File: config.mk
export PLATFORM = sky130hd
export DESIGN_NAME = rdl_lane_regs
export DESIGN_NICKNAME = d
export VERILOG_FILES = /design/src/hw/rdl_pkg.sv /design/src/hw/rdl_lane_regs.sv /design/src/hw/rdl_sync.sv
export SDC_FILE = /design/constraint.sdc
export NUM_CORES = 1
export LEC_CHECK = 0
export ABC_CLOCK_PERIOD_IN_PS = 2100
export BUFFER_PORTS_ARGS = -buffer_cell sky130_fd_sc_hd__buf_2
export CAP_MARGIN = 15
export CORE_ASPECT_RATIO = 0.8
export CORE_MARGIN = 5
export CORE_UTILIZATION = 49
export CTS_CLUSTER_DIAMETER = 200
export DETAILED_ROUTE_END_ITERATION = 10
export PLACE_DENSITY = 0.69
export SLEW_MARGIN = 5
export SYNTH_ARGS = -nofsm -noshare
export SYNTH_HDL_FRONTEND = slang
export SYNTH_SLANG_ARGS = --single-unit
File: constraint.sdc
create_clock -name ref_clk_i -period 2.1 [get_ports ref_clk_i]
set_input_delay 0.21 -clock ref_clk_i [delete_from_list [all_inputs] [get_ports ref_clk_i]]
set_output_delay 0.21 -clock ref_clk_i [all_outputs]
set_load 0.1 [all_outputs]
File: src/hw/rdl_pkg.sv
package rdl_pkg;
	// register offsets on the management bus
	localparam logic [7:0] REG_DISP_AUX = 8'h13;
	localparam logic [7:0] REG_DN_EQ = 8'h20;
	localparam logic [7:0] REG_UP_EQ = 8'h21;
	localparam logic [7:0] REG_PWR_CM = 8'h22;
	localparam logic [7:0] REG_RESET = 8'h00;
	localparam logic [7:0] REG_UNMAPPED = 8'h00;

	// display / aux register fields
	localparam int SNOOP_OFF_BIT = 7;
	localparam int ROUTE_HI = 5;
	localparam int ROUTE_LO = 4;
	localparam int LANE_OFF_HI = 3;
	localparam int LANE_OFF_LO = 0;

	// equalization register fields
	localparam int EQ_HI_MSB = 7;
	localparam int EQ_HI_LSB = 4;
	localparam int EQ_LO_MSB = 3;
	localparam int EQ_LO_LSB = 0;

	// power / compliance register fields
	localparam int COMPLIANCE_ACTIVE_FLAG_BIT = 7;
	localparam int LFPS_APPLY_BIT = 6;
	localparam int EXIT_DEB_BIT = 5;
	localparam int RXDET_OFF_BIT = 4;
	localparam int INTERVAL_HI = 3;
	localparam int INTERVAL_LO = 2;
	localparam int CCTRL_HI = 1;
	localparam int CCTRL_LO = 0;

	// sideband routing override codes
	localparam logic [1:0] ROUTE_AUTO = 2'h0;
	localparam logic [1:0] ROUTE_STRAIGHT = 2'h1;
	localparam logic [1:0] ROUTE_CROSSED = 2'h2;
	localparam logic [1:0] ROUTE_OPEN = 2'h3;

	// switch patterns {p_sb1, n_sb2, p_sb2, n_sb1}
	localparam logic [3:0] SW_STRAIGHT = 4'hc;
	localparam logic [3:0] SW_CROSSED = 4'h3;
	localparam logic [3:0] SW_OPEN = 4'h0;

	// compliance control codes
	localparam logic [1:0] CM_BY_FSM = 2'h0;
	localparam logic [1:0] CM_FORCE_DN = 2'h1;
	localparam logic [1:0] CM_FORCE_UP = 2'h2;
	localparam logic [1:0] CM_OFF = 2'h3;

	// lane masks
	localparam logic [3:0] LANE_ALL = 4'hf;
	localparam logic [4:0] LANE_MAX = 5'h04;

	// serial bus
	localparam logic [3:0] BYTE_BITS = 4'h8;
	localparam logic SDA_LOW = 1'b0;
	localparam logic [1:0] STRAP_TAKE = 2'h2;
	localparam logic [1:0] STRAP_DONE = 2'h3;
	localparam int SYNC_W = 9;

	// timing
	localparam int CLK_PERIOD_NS = 25;
	localparam int CLK_KHZ = 40000;
	localparam int EXIT_DEBOUNCE_US = 200;
	localparam int EXIT_DEBOUNCE_CYC = (EXIT_DEBOUNCE_US * 1000 + CLK_PERIOD_NS - 1) / CLK_PERIOD_NS;
	localparam int DET_INT0_MS = 8;
	localparam int DET_INT1_MS = 12;
	localparam int DET_INT2_MS = 48;
	localparam int DET_INT3_MS = 96;
	localparam int DET_INT0_CYC = DET_INT0_MS * CLK_KHZ;
	localparam int DET_INT1_CYC = DET_INT1_MS * CLK_KHZ;
	localparam int DET_INT2_CYC = DET_INT2_MS * CLK_KHZ;
	localparam int DET_INT3_CYC = DET_INT3_MS * CLK_KHZ;
	localparam int CNT_W = 22;

	// serial bus slave states
	typedef enum logic [3:0] {
		RDL_IDLE,
		RDL_ADDR,
		RDL_ADDR_ACK,
		RDL_PTR,
		RDL_PTR_ACK,
		RDL_WDATA,
		RDL_WDATA_ACK,
		RDL_RDATA,
		RDL_RACK,
		RDL_IGNORE
	} rdl_bus_st_t;
endpackage

File: src/hw/rdl_lane_regs.sv
// Notes on behaviour
// (RULE1) bit 7 of lane register turns aux snooping off when set.
// (RULE2) route code 00: aux to sideband follows lane config high bit and flip.
// (RULE3) route code 01: positive to pin one, negative to pin two, always.
// (RULE4) route code 10: positive to pin two, negative to pin one, always.
// (RULE5) route code 11: both aux lines disconnected from both sideband pins.
// (RULE6) lane off bits steer lanes only while snooping is off.
// (RULE7) lane off bit 0 means enabled, 1 means disabled, reset enabled.
// (RULE8) with snooping on, lanes follow snooped lane count, others off.
// (RULE9) two four-bit downstream receiver eq selects in bits 7:4 and 3:0.
// (RULE10) without software override eq selects read back straps, else written values.
// (RULE11) upstream eq select in bits 3:0, same override, upper bits reserved.
// (RULE12) read-only bit 7 shows compliance mode active, reset zero.
// (RULE13) low_freq_signal_eq_apply bit 0 forces eq zero during lfps, 1 applies selects.
// (RULE14) debounce bit set: lfps must persist 200us before low-power exit.
// (RULE15) detect off bit set: no receiver detect while in low power.
// (RULE16) detect interval code picks 8, 12, 48 or 96 ms.
// (RULE17) compliance code: fsm, forced downstream, forced upstream, disabled.
// (RULE18) reserved bits read zero, ignore writes; all registers reset to zero.
`timescale 1ns/1ps
`default_nettype none
module rdl_lane_regs
	import rdl_pkg::*;
#(
	parameter logic [6:0] DEV_ADDR = 7'h2a,
	parameter int EXIT_DEB_CYC = EXIT_DEBOUNCE_CYC,
	parameter int DET0_CYC = DET_INT0_CYC,
	parameter int DET1_CYC = DET_INT1_CYC,
	parameter int DET2_CYC = DET_INT2_CYC,
	parameter int DET3_CYC = DET_INT3_CYC
) (
	// clock and reset
	input wire logic ref_clk_i,
	input wire logic rst_n_i,
	// serial management bus
	input wire logic scl_i,
	input wire logic sda_i,
	output logic sda_o,
	output logic sda_oe_o,
	// from the general control slice
	input wire logic eq_software_override_i,
	input wire logic lane_config_high_bit_i,
	input wire logic orientation_flip_select_i,
	input wire logic [4:0] snooped_lane_count_i,
	// straps and analog status
	input wire logic [1:0] downstream_eq_straps_i,
	input wire logic [1:0] upstream_eq_straps_i,
	input wire logic lfps_detect_i,
	input wire logic low_power_state_i,
	input wire logic fsm_compliance_i,
	// sideband switches
	output logic aux_p_sb1_o,
	output logic aux_n_sb2_o,
	output logic aux_p_sb2_o,
	output logic aux_n_sb1_o,
	// lanes and equalization
	output logic [3:0] lane_enable_o,
	output logic [3:0] rx_one_eq_o,
	output logic [3:0] rx_two_eq_o,
	output logic [3:0] upstream_eq_o,
	// low power and compliance
	output logic low_power_exit_o,
	output logic rx_detect_pulse_o,
	output logic compliance_force_down_o,
	output logic compliance_force_up_o,
	output logic compliance_active_flag_o
);
	typedef struct packed {
		rdl_bus_st_t bus_st;
		logic [3:0] cnt;
		logic [7:0] shift;
		logic drive;
		logic rw;
		logic more;
		logic [7:0] ptr;
		logic scl_p;
		logic sda_p;
		logic snoop_off;
		logic [1:0] route;
		logic [3:0] lane_off;
		logic [3:0] eq_two_sw;
		logic [3:0] eq_one_sw;
		logic [3:0] up_sw;
		logic lfps_apply;
		logic deb_on;
		logic rxdet_off;
		logic [1:0] interval;
		logic [1:0] cctrl;
		logic [1:0] strap_wait;
		logic [1:0] strap_dn;
		logic [1:0] strap_up;
		logic [3:0] sw;
		logic [3:0] lane_en;
		logic [3:0] eq_one;
		logic [3:0] eq_two;
		logic [3:0] eq_up;
		logic compliance_active_flag;
		logic force_dn;
		logic force_up;
		logic [CNT_W-1:0] deb_cnt;
		logic exit_ok;
		logic [CNT_W-1:0] det_cnt;
		logic det_pulse;
	} rdl_regs_state_t;

	localparam logic [CNT_W-1:0] DEB_LIM = CNT_W'(EXIT_DEB_CYC - 1);

	rdl_regs_state_t st_q;
	rdl_regs_state_t st_d;
	logic scl_s, sda_s, lfps_s, lp_s, fsm_s;
	logic [1:0] dn_s, up_s;
	logic [SYNC_W-1:0] sync_out;
	logic [3:0] sel_one, sel_two, sel_up, snoop_mask;
	logic [7:0] rd_data;

	// bus, strap and analog status pins pass two flops; control slice inputs do not
	rdl_sync #(.W(SYNC_W)) u_sync (
		.ref_clk_i(ref_clk_i),
		.rst_n_i(rst_n_i),
		.async_i({scl_i, sda_i, downstream_eq_straps_i, upstream_eq_straps_i,
			lfps_detect_i, low_power_state_i, fsm_compliance_i}),
		.sync_o(sync_out)
	);
	assign {scl_s, sda_s, dn_s, up_s, lfps_s, lp_s, fsm_s} = sync_out;

	// effective eq selects: straps or software
	assign sel_one = eq_software_override_i ? st_q.eq_one_sw : 4'(st_q.strap_dn); // RULE10
	assign sel_two = eq_software_override_i ? st_q.eq_two_sw : 4'(st_q.strap_dn); // RULE9
	assign sel_up = eq_software_override_i ? st_q.up_sw : 4'(st_q.strap_up); // RULE11
	// lanes named by the snooped count
	assign snoop_mask = (snooped_lane_count_i > LANE_MAX) ? LANE_ALL :
		~(LANE_ALL << snooped_lane_count_i); // RULE8

	// register read mux, reserved bits zero
	always_comb begin
		case (st_q.ptr)
			REG_DISP_AUX: rd_data = {st_q.snoop_off, 1'b0, st_q.route, st_q.lane_off}; // RULE18
			REG_DN_EQ: rd_data = {sel_two, sel_one}; // RULE9
			REG_UP_EQ: rd_data = {4'h0, sel_up}; // RULE11
			REG_PWR_CM: rd_data = {st_q.compliance_active_flag, st_q.lfps_apply, st_q.deb_on, st_q.rxdet_off,
				st_q.interval, st_q.cctrl}; // RULE12
			default: rd_data = REG_UNMAPPED;
		endcase
	end

	// next state of bus slave, registers and control
	always_comb begin
		logic rise, fall, start, stop, wr_en, in_lp;
		logic [CNT_W-1:0] det_lim;
		rise = 1'b0;
		fall = 1'b0;
		start = 1'b0;
		stop = 1'b0;
		wr_en = 1'b0;
		in_lp = 1'b0;
		det_lim = '0;
		st_d = st_q;
		rise = scl_s & ~st_q.scl_p;
		fall = ~scl_s & st_q.scl_p;
		start = scl_s & st_q.scl_p & st_q.sda_p & ~sda_s;
		stop = scl_s & st_q.scl_p & ~st_q.sda_p & sda_s;
		st_d.scl_p = scl_s;
		st_d.sda_p = sda_s;
		// serial byte engine
		if (start) begin
			st_d.bus_st = RDL_ADDR;
			st_d.cnt = '0;
			st_d.drive = 1'b0;
		end else if (stop) begin
			st_d.bus_st = RDL_IDLE;
			st_d.drive = 1'b0;
		end else begin
			case (st_q.bus_st)
				RDL_ADDR, RDL_PTR, RDL_WDATA: begin
					if (rise) begin
						st_d.shift = {st_q.shift[6:0], sda_s};
						st_d.cnt = st_q.cnt + 4'h1;
					end else if (fall && st_q.cnt == BYTE_BITS) begin
						st_d.cnt = '0;
						if (st_q.bus_st == RDL_ADDR) begin
							if (st_q.shift[7:1] == DEV_ADDR) begin
								st_d.drive = 1'b1;
								st_d.rw = st_q.shift[0];
								st_d.bus_st = RDL_ADDR_ACK;
							end else begin
								st_d.bus_st = RDL_IGNORE;
							end
						end else if (st_q.bus_st == RDL_PTR) begin
							st_d.ptr = st_q.shift;
							st_d.drive = 1'b1;
							st_d.bus_st = RDL_PTR_ACK;
						end else begin
							wr_en = 1'b1;
							st_d.ptr = st_q.ptr + 8'h01;
							st_d.drive = 1'b1;
							st_d.bus_st = RDL_WDATA_ACK;
						end
					end
				end
				RDL_ADDR_ACK, RDL_PTR_ACK, RDL_WDATA_ACK: begin
					if (fall) begin
						st_d.drive = 1'b0;
						if (st_q.bus_st == RDL_ADDR_ACK && st_q.rw) begin
							st_d.shift = rd_data;
							st_d.drive = ~rd_data[7];
							st_d.cnt = '0;
							st_d.bus_st = RDL_RDATA;
						end else if (st_q.bus_st == RDL_ADDR_ACK) begin
							st_d.bus_st = RDL_PTR;
						end else begin
							st_d.bus_st = RDL_WDATA;
						end
					end
				end
				RDL_RDATA: begin
					if (rise) begin
						st_d.cnt = st_q.cnt + 4'h1;
					end else if (fall && st_q.cnt == BYTE_BITS) begin
						st_d.drive = 1'b0;
						st_d.cnt = '0;
						st_d.ptr = st_q.ptr + 8'h01;
						st_d.bus_st = RDL_RACK;
					end else if (fall) begin
						st_d.shift = {st_q.shift[6:0], 1'b0};
						st_d.drive = ~st_q.shift[6];
					end
				end
				RDL_RACK: begin
					if (rise) begin
						st_d.more = ~sda_s;
					end else if (fall && st_q.more) begin
						st_d.shift = rd_data;
						st_d.drive = ~rd_data[7];
						st_d.bus_st = RDL_RDATA;
					end else if (fall) begin
						st_d.bus_st = RDL_IGNORE;
					end
				end
				default: begin
				end
			endcase
		end
		// register writes, reserved and read-only bits dropped
		if (wr_en) begin
			case (st_q.ptr)
				REG_DISP_AUX: begin
					st_d.snoop_off = st_q.shift[SNOOP_OFF_BIT]; // RULE1
					st_d.route = st_q.shift[ROUTE_HI:ROUTE_LO];
					st_d.lane_off = st_q.shift[LANE_OFF_HI:LANE_OFF_LO]; // RULE7
				end
				REG_DN_EQ: begin
					st_d.eq_two_sw = st_q.shift[EQ_HI_MSB:EQ_HI_LSB]; // RULE9
					st_d.eq_one_sw = st_q.shift[EQ_LO_MSB:EQ_LO_LSB];
				end
				REG_UP_EQ: st_d.up_sw = st_q.shift[EQ_LO_MSB:EQ_LO_LSB]; // RULE11
				REG_PWR_CM: begin
					st_d.lfps_apply = st_q.shift[LFPS_APPLY_BIT];
					st_d.deb_on = st_q.shift[EXIT_DEB_BIT];
					st_d.rxdet_off = st_q.shift[RXDET_OFF_BIT];
					st_d.interval = st_q.shift[INTERVAL_HI:INTERVAL_LO];
					st_d.cctrl = st_q.shift[CCTRL_HI:CCTRL_LO];
				end
				default: begin
				end
			endcase
		end
		// straps caught once, after the synchroniser has filled
		if (st_q.strap_wait != STRAP_DONE) begin
			st_d.strap_wait = st_q.strap_wait + 2'h1;
		end
		if (st_q.strap_wait == STRAP_TAKE) begin
			st_d.strap_dn = dn_s;
			st_d.strap_up = up_s;
		end
		// aux to sideband switching
		case (st_q.route)
			ROUTE_AUTO: st_d.sw = !lane_config_high_bit_i ? SW_OPEN :
				(orientation_flip_select_i ? SW_CROSSED : SW_STRAIGHT); // RULE2
			ROUTE_STRAIGHT: st_d.sw = SW_STRAIGHT; // RULE3
			ROUTE_CROSSED: st_d.sw = SW_CROSSED; // RULE4
			default: st_d.sw = SW_OPEN; // RULE5
		endcase
		// lane enables
		st_d.lane_en = st_q.snoop_off ? ~st_q.lane_off : snoop_mask; // RULE6
		// eq forced to zero during lfps unless applied
		if (lfps_s && !st_q.lfps_apply) begin
			st_d.eq_one = '0; // RULE13
			st_d.eq_two = '0;
			st_d.eq_up = '0;
		end else begin
			st_d.eq_one = sel_one;
			st_d.eq_two = sel_two;
			st_d.eq_up = sel_up;
		end
		// compliance mode
		case (st_q.cctrl)
			CM_BY_FSM: st_d.compliance_active_flag = fsm_s; // RULE17
			CM_OFF: st_d.compliance_active_flag = 1'b0;
			default: st_d.compliance_active_flag = 1'b1;
		endcase
		st_d.force_dn = (st_q.cctrl == CM_FORCE_DN);
		st_d.force_up = (st_q.cctrl == CM_FORCE_UP);
		// low-power exit debounce
		in_lp = lp_s & lfps_s;
		if (!in_lp) begin
			st_d.deb_cnt = '0;
		end else if (st_q.deb_cnt != DEB_LIM) begin
			st_d.deb_cnt = st_q.deb_cnt + 1'b1;
		end
		st_d.exit_ok = in_lp & (!st_q.deb_on | st_q.deb_cnt == DEB_LIM); // RULE14
		// receiver detect repeat timer
		case (st_q.interval)
			2'h0: det_lim = CNT_W'(DET0_CYC - 1); // RULE16
			2'h1: det_lim = CNT_W'(DET1_CYC - 1);
			2'h2: det_lim = CNT_W'(DET2_CYC - 1);
			default: det_lim = CNT_W'(DET3_CYC - 1);
		endcase
		if (st_q.det_cnt >= det_lim) begin
			st_d.det_cnt = '0;
			st_d.det_pulse = !(lp_s && st_q.rxdet_off); // RULE15
		end else begin
			st_d.det_cnt = st_q.det_cnt + 1'b1;
			st_d.det_pulse = 1'b0;
		end
	end

	// state register, all zero at reset
	always_ff @(posedge ref_clk_i or negedge rst_n_i) begin
		if (!rst_n_i) begin
			st_q <= '0; // RULE18
		end else begin
			st_q <= st_d;
		end
	end

	// outputs straight from state, except sda_o tied to SDA_LOW
	assign sda_o = SDA_LOW;
	assign sda_oe_o = st_q.drive;
	assign {aux_p_sb1_o, aux_n_sb2_o, aux_p_sb2_o, aux_n_sb1_o} = st_q.sw;
	assign lane_enable_o = st_q.lane_en;
	assign rx_one_eq_o = st_q.eq_one;
	assign rx_two_eq_o = st_q.eq_two;
	assign upstream_eq_o = st_q.eq_up;
	assign low_power_exit_o = st_q.exit_ok;
	assign rx_detect_pulse_o = st_q.det_pulse;
	assign compliance_force_down_o = st_q.force_dn;
	assign compliance_force_up_o = st_q.force_up;
	assign compliance_active_flag_o = st_q.compliance_active_flag;
endmodule
`default_nettype wire

File: src/hw/rdl_sync.sv
`timescale 1ns/1ps
`default_nettype none
module rdl_sync #(
	parameter int W = 1
) (
	// clock and reset
	input wire logic ref_clk_i,
	input wire logic rst_n_i,
	// asynchronous in, synchronous out
	input wire logic [W-1:0] async_i,
	output logic [W-1:0] sync_o
);
	typedef struct packed {
		logic [W-1:0] s1;
		logic [W-1:0] s2;
	} rdl_sync_state_t;

	rdl_sync_state_t st_q;
	rdl_sync_state_t st_d;

	// first stage feeds only the second
	always_comb begin
		st_d = st_q;
		st_d.s1 = async_i;
		st_d.s2 = st_q.s1;
	end

	// state register
	always_ff @(posedge ref_clk_i or negedge rst_n_i) begin
		if (!rst_n_i) begin
			st_q <= '0;
		end else begin
			st_q <= st_d;
		end
	end

	assign sync_o = st_q.s2;
endmodule
`default_nettype wire

==> flow_metrics.tcl <==
set metrics [dict create \
    status "complete, but fails checks" \
    violations "setup timing" \
    cts_sinks 146 \
    syn-cell-area_mm2 0.00741 \
    fmaxAchievable_mhz 429 \
    die_area_mm2 0.0177 \
    tritoncts "yes" \
    fin_tns_setup_ns -4.88 \
    layout_min_cycle_time_ns 2.33 \
    setup_violations 25 \
    swShare 0.291 \
    whs_ns 0.0532 \
    p_per_area_mw_per_mm2 943 \
    yosysUniqueCellTypes 72 \
    vias 5903 \
    synth.avg_cell_area_um2 10.2 \
    ir_drop_mv 0.516 \
    ys_seq_elements 146 \
    grt_max_degree 58 \
    utilization 0.624 \
    worst_pin_slew_ns 0.550 \
    synth_edf_count 0 \
    crit_path_start_kind "flip-flop" \
    p_seq_frac 0.356 \
    dpl.hpwl_um 12100 \
    ant_nets 0 \
    drt_iter0_markers 365 \
    grtUsageTotal 0.203 \
    min_period_over_period 1.11 \
    ys.flop_type "dfrtp_1" \
    hold_class "primary input to flip-flop" \
    yosys_warnings 0 \
    combinationalPowerShare 0.285 \
    overflow 0 \
    vias_per_cell 5.65 \
    clkTransAtPathRegs_ns 0.06 \
    synth_common_cells "dfrtp_1, nor2_1, nand2_1" \
    cp.arrival_ns 2.64 \
    synth_top_cell_by_area "dfrtp_1" \
    die_w_um 148 \
    pwr-share-clk 0.359 \
    synth_most_common_cell "dfrtp_1" \
    yosys-top-cells-area "dfrtp_1, mux2_2, ha_1, nor2_1, a21oi_1" \
    syn_to_final_growth_pct 25.5 \
    critPathMaxFanout 8 \
    final_net_count 889 \
    first_global_vias 5871 \
    critPathCaptureType "flip-flop" \
    max-cap-violations 0 \
    cts.path.max_buffers 2 \
    placementRows 40 \
    ctsHtreeMaxLevel 4 \
    synthArstFlopShare 1.00 \
    initial_core_util 0.497 \
    root_buffer "clkbuf_16" \
    synth-seq-area-share 0.493 \
    drcViolationCount 0 \
    antenna_found_initial 0 \
    grt_pass1_wl_um 29100 \
    placed_area_mm2 0.00824 \
    io_buffer_count 44 \
    p_int_mw 6.23 \
    avgRoutedWirePerCell_um 16.8 \
    detail_route.first_pass.iterations 6 \
    core_area_mm2 0.0149 \
    skew_ns 0.0112 \
    slew_violations 0 \
    gp_congestion 0.939 \
    yosys.area.top_type_share 0.493 \
    required_ns 2.40 \
    final_cell_area_mm2 0.00930 \
    clkLatencyLatePin_ns 0.42 \
    p_sw_mw 2.55 \
    syn_inst 727 \
    diodes 0 \
    ios 46 \
    syn_nets 771 \
    rsz0062_at_grt "true" \
    hold_viol 0 \
    slew_headroom 0.628 \
    tritoncts.num_buffers 17 \
    wl_um 17500 \
    leakagePower_nw 4.32 \
    place_ws_ns -0.349 \
    drive_above_1_share 0.317 \
    setup_slack_ns -0.233 \
    critical_path_class "flip-flop to flip-flop" \
    die_h_um 120 \
]
==> metrics by stage <==
stage	std cells	power, mW
after global placement	988	5.23
final	1045	8.78
after global routing	1045	9.15
after CTS	1035	8.48
after floorplan	727	4.44
after detailed placement	988	5.27
==> kinds of logic after synthesis <==
group	Yosys count	synth area share
AND/OR/NAND/NOR	264	0.181
flip-flops	146	0.493
AO/OA/AOI/OAI	134	0.116
buffers and inverters	70	0.0491
multiplexers	48	0.0722
XOR/XNOR	39	0.0461
adder cells (fa/ha/maj)	25	0.0422
other	1	0.000506
==> cells in the final DEF, fill, tap and decap left out, drive strengths merged, types with 5 or more instances in the layout <==
master | synthesis | final
and3 | 16 | 16
nor4 | 7 | 7
dlygate4sd3 | 0 | 10
xor2 | 20 | 20
nor2 | 78 | 78
nand4 | 10 | 10
nand2 | 62 | 62
o21ai | 28 | 28
a31oi | 6 | 6
o22ai | 6 | 6
a22oi | 5 | 5
xnor2 | 19 | 19
mux2 | 44 | 44
nor3 | 18 | 18
ha | 25 | 25
a21oi | 47 | 47
dfrtp | 146 | 146
inv | 26 | 26
nor2b | 8 | 8
nand2b | 12 | 12
clkbuf | 12 | 22
nand3 | 24 | 24
buf | 32 | 132
or3 | 10 | 10
a32oi | 5 | 5
==> worst max-delay path, cell delays in order, from the launching register on <==
cell,delay (ns)
dfrtp_1,0.42
inv_2,0.09
ha_4,0.13
inv_2,0.04
ha_4,0.26
or4b_4,0.47
a21oi_2,0.13
o21ai_1,0.07
a31oi_1,0.15
a311o_2,0.24
buf_6,0.16
nor2_1,0.05
==> layout make-up <==
cell class	count	area, um2
Clock buffer	21	460
Multi-Input combinational cell	511	3620
Tap cell	189	236
Timing Repair Buffer	143	1080
Sequential cell	146	3660
Clock inverter	9	156
Fill cell	1145	5610
Inverter	26	97.6
==> repair_timing <==
action	in CTS	in global routing
hold buffers	10	0
setup buffers	7	10
setup endpoints to repair	53	64
pin swaps	9	5
cloned	0	1
hold endpoints to repair	62	0
resized for setup	19	38
==> path summary, 6_finish.rpt <==
| kind | slack [ns] | depth (start not counted) | start | endpoint |
|---|---|---|---|---|
| worst max-delay path | -0.23 | 11 | st_q[78] | st_q[17] |
| worst min-delay path | 0.05 | 3 | lane_config_high_bit_i | aux_n_sb2_o |
| worst max register to register | -0.23 | 11 | st_q[78] | st_q[17] |
| worst min register to register | 0.35 | 0 | u_sync.st_d[6] | u_sync.sync_o[6] |
| max in group asynchronous | 1.05 | 3 | rst_n_i | st_q[106] |
| min in group asynchronous | 0.32 | 2 | rst_n_i | st_q[35] |
==> sequential cells by signal (all words and copies together), names as in the netlist <==
signal	count
compliance_force_down_o	1
st_q	104
compliance_active_flag_o	1
sda_oe_o	1
u_sync.st_d	9
rx_detect_pulse_o	1
rx_one_eq_o	4
aux_n_sb2_o	1
aux_p_sb2_o	1
compliance_force_up_o	1
low_power_exit_o	1
upstream_eq_o	4
rx_two_eq_o	4
u_sync.sync_o	9
lane_enable_o	4
==> layer usage <==
layer,GRT usage,wire length [um],vias up
met5,0,0,-
met4,0.0582,192,0
met1,0.296,8430,2886
met2,0.305,7910,198
li1,-,-,2797
met3,0.0476,1010,22
==> power by group through the flow <==
stage          Combinational, mW  Clock [mW]  Sequential, mW
2_1_floorplan               1.25           0            3.19
3_3_place_gp                2.09           0            3.14
3_5_place_dp                2.12           0            3.15
4_1_cts                     2.17        3.21            3.10
5_1_grt                     2.68        3.34            3.14
6_report                    2.50        3.15            3.13
Power figures use the tool's default switching activity.
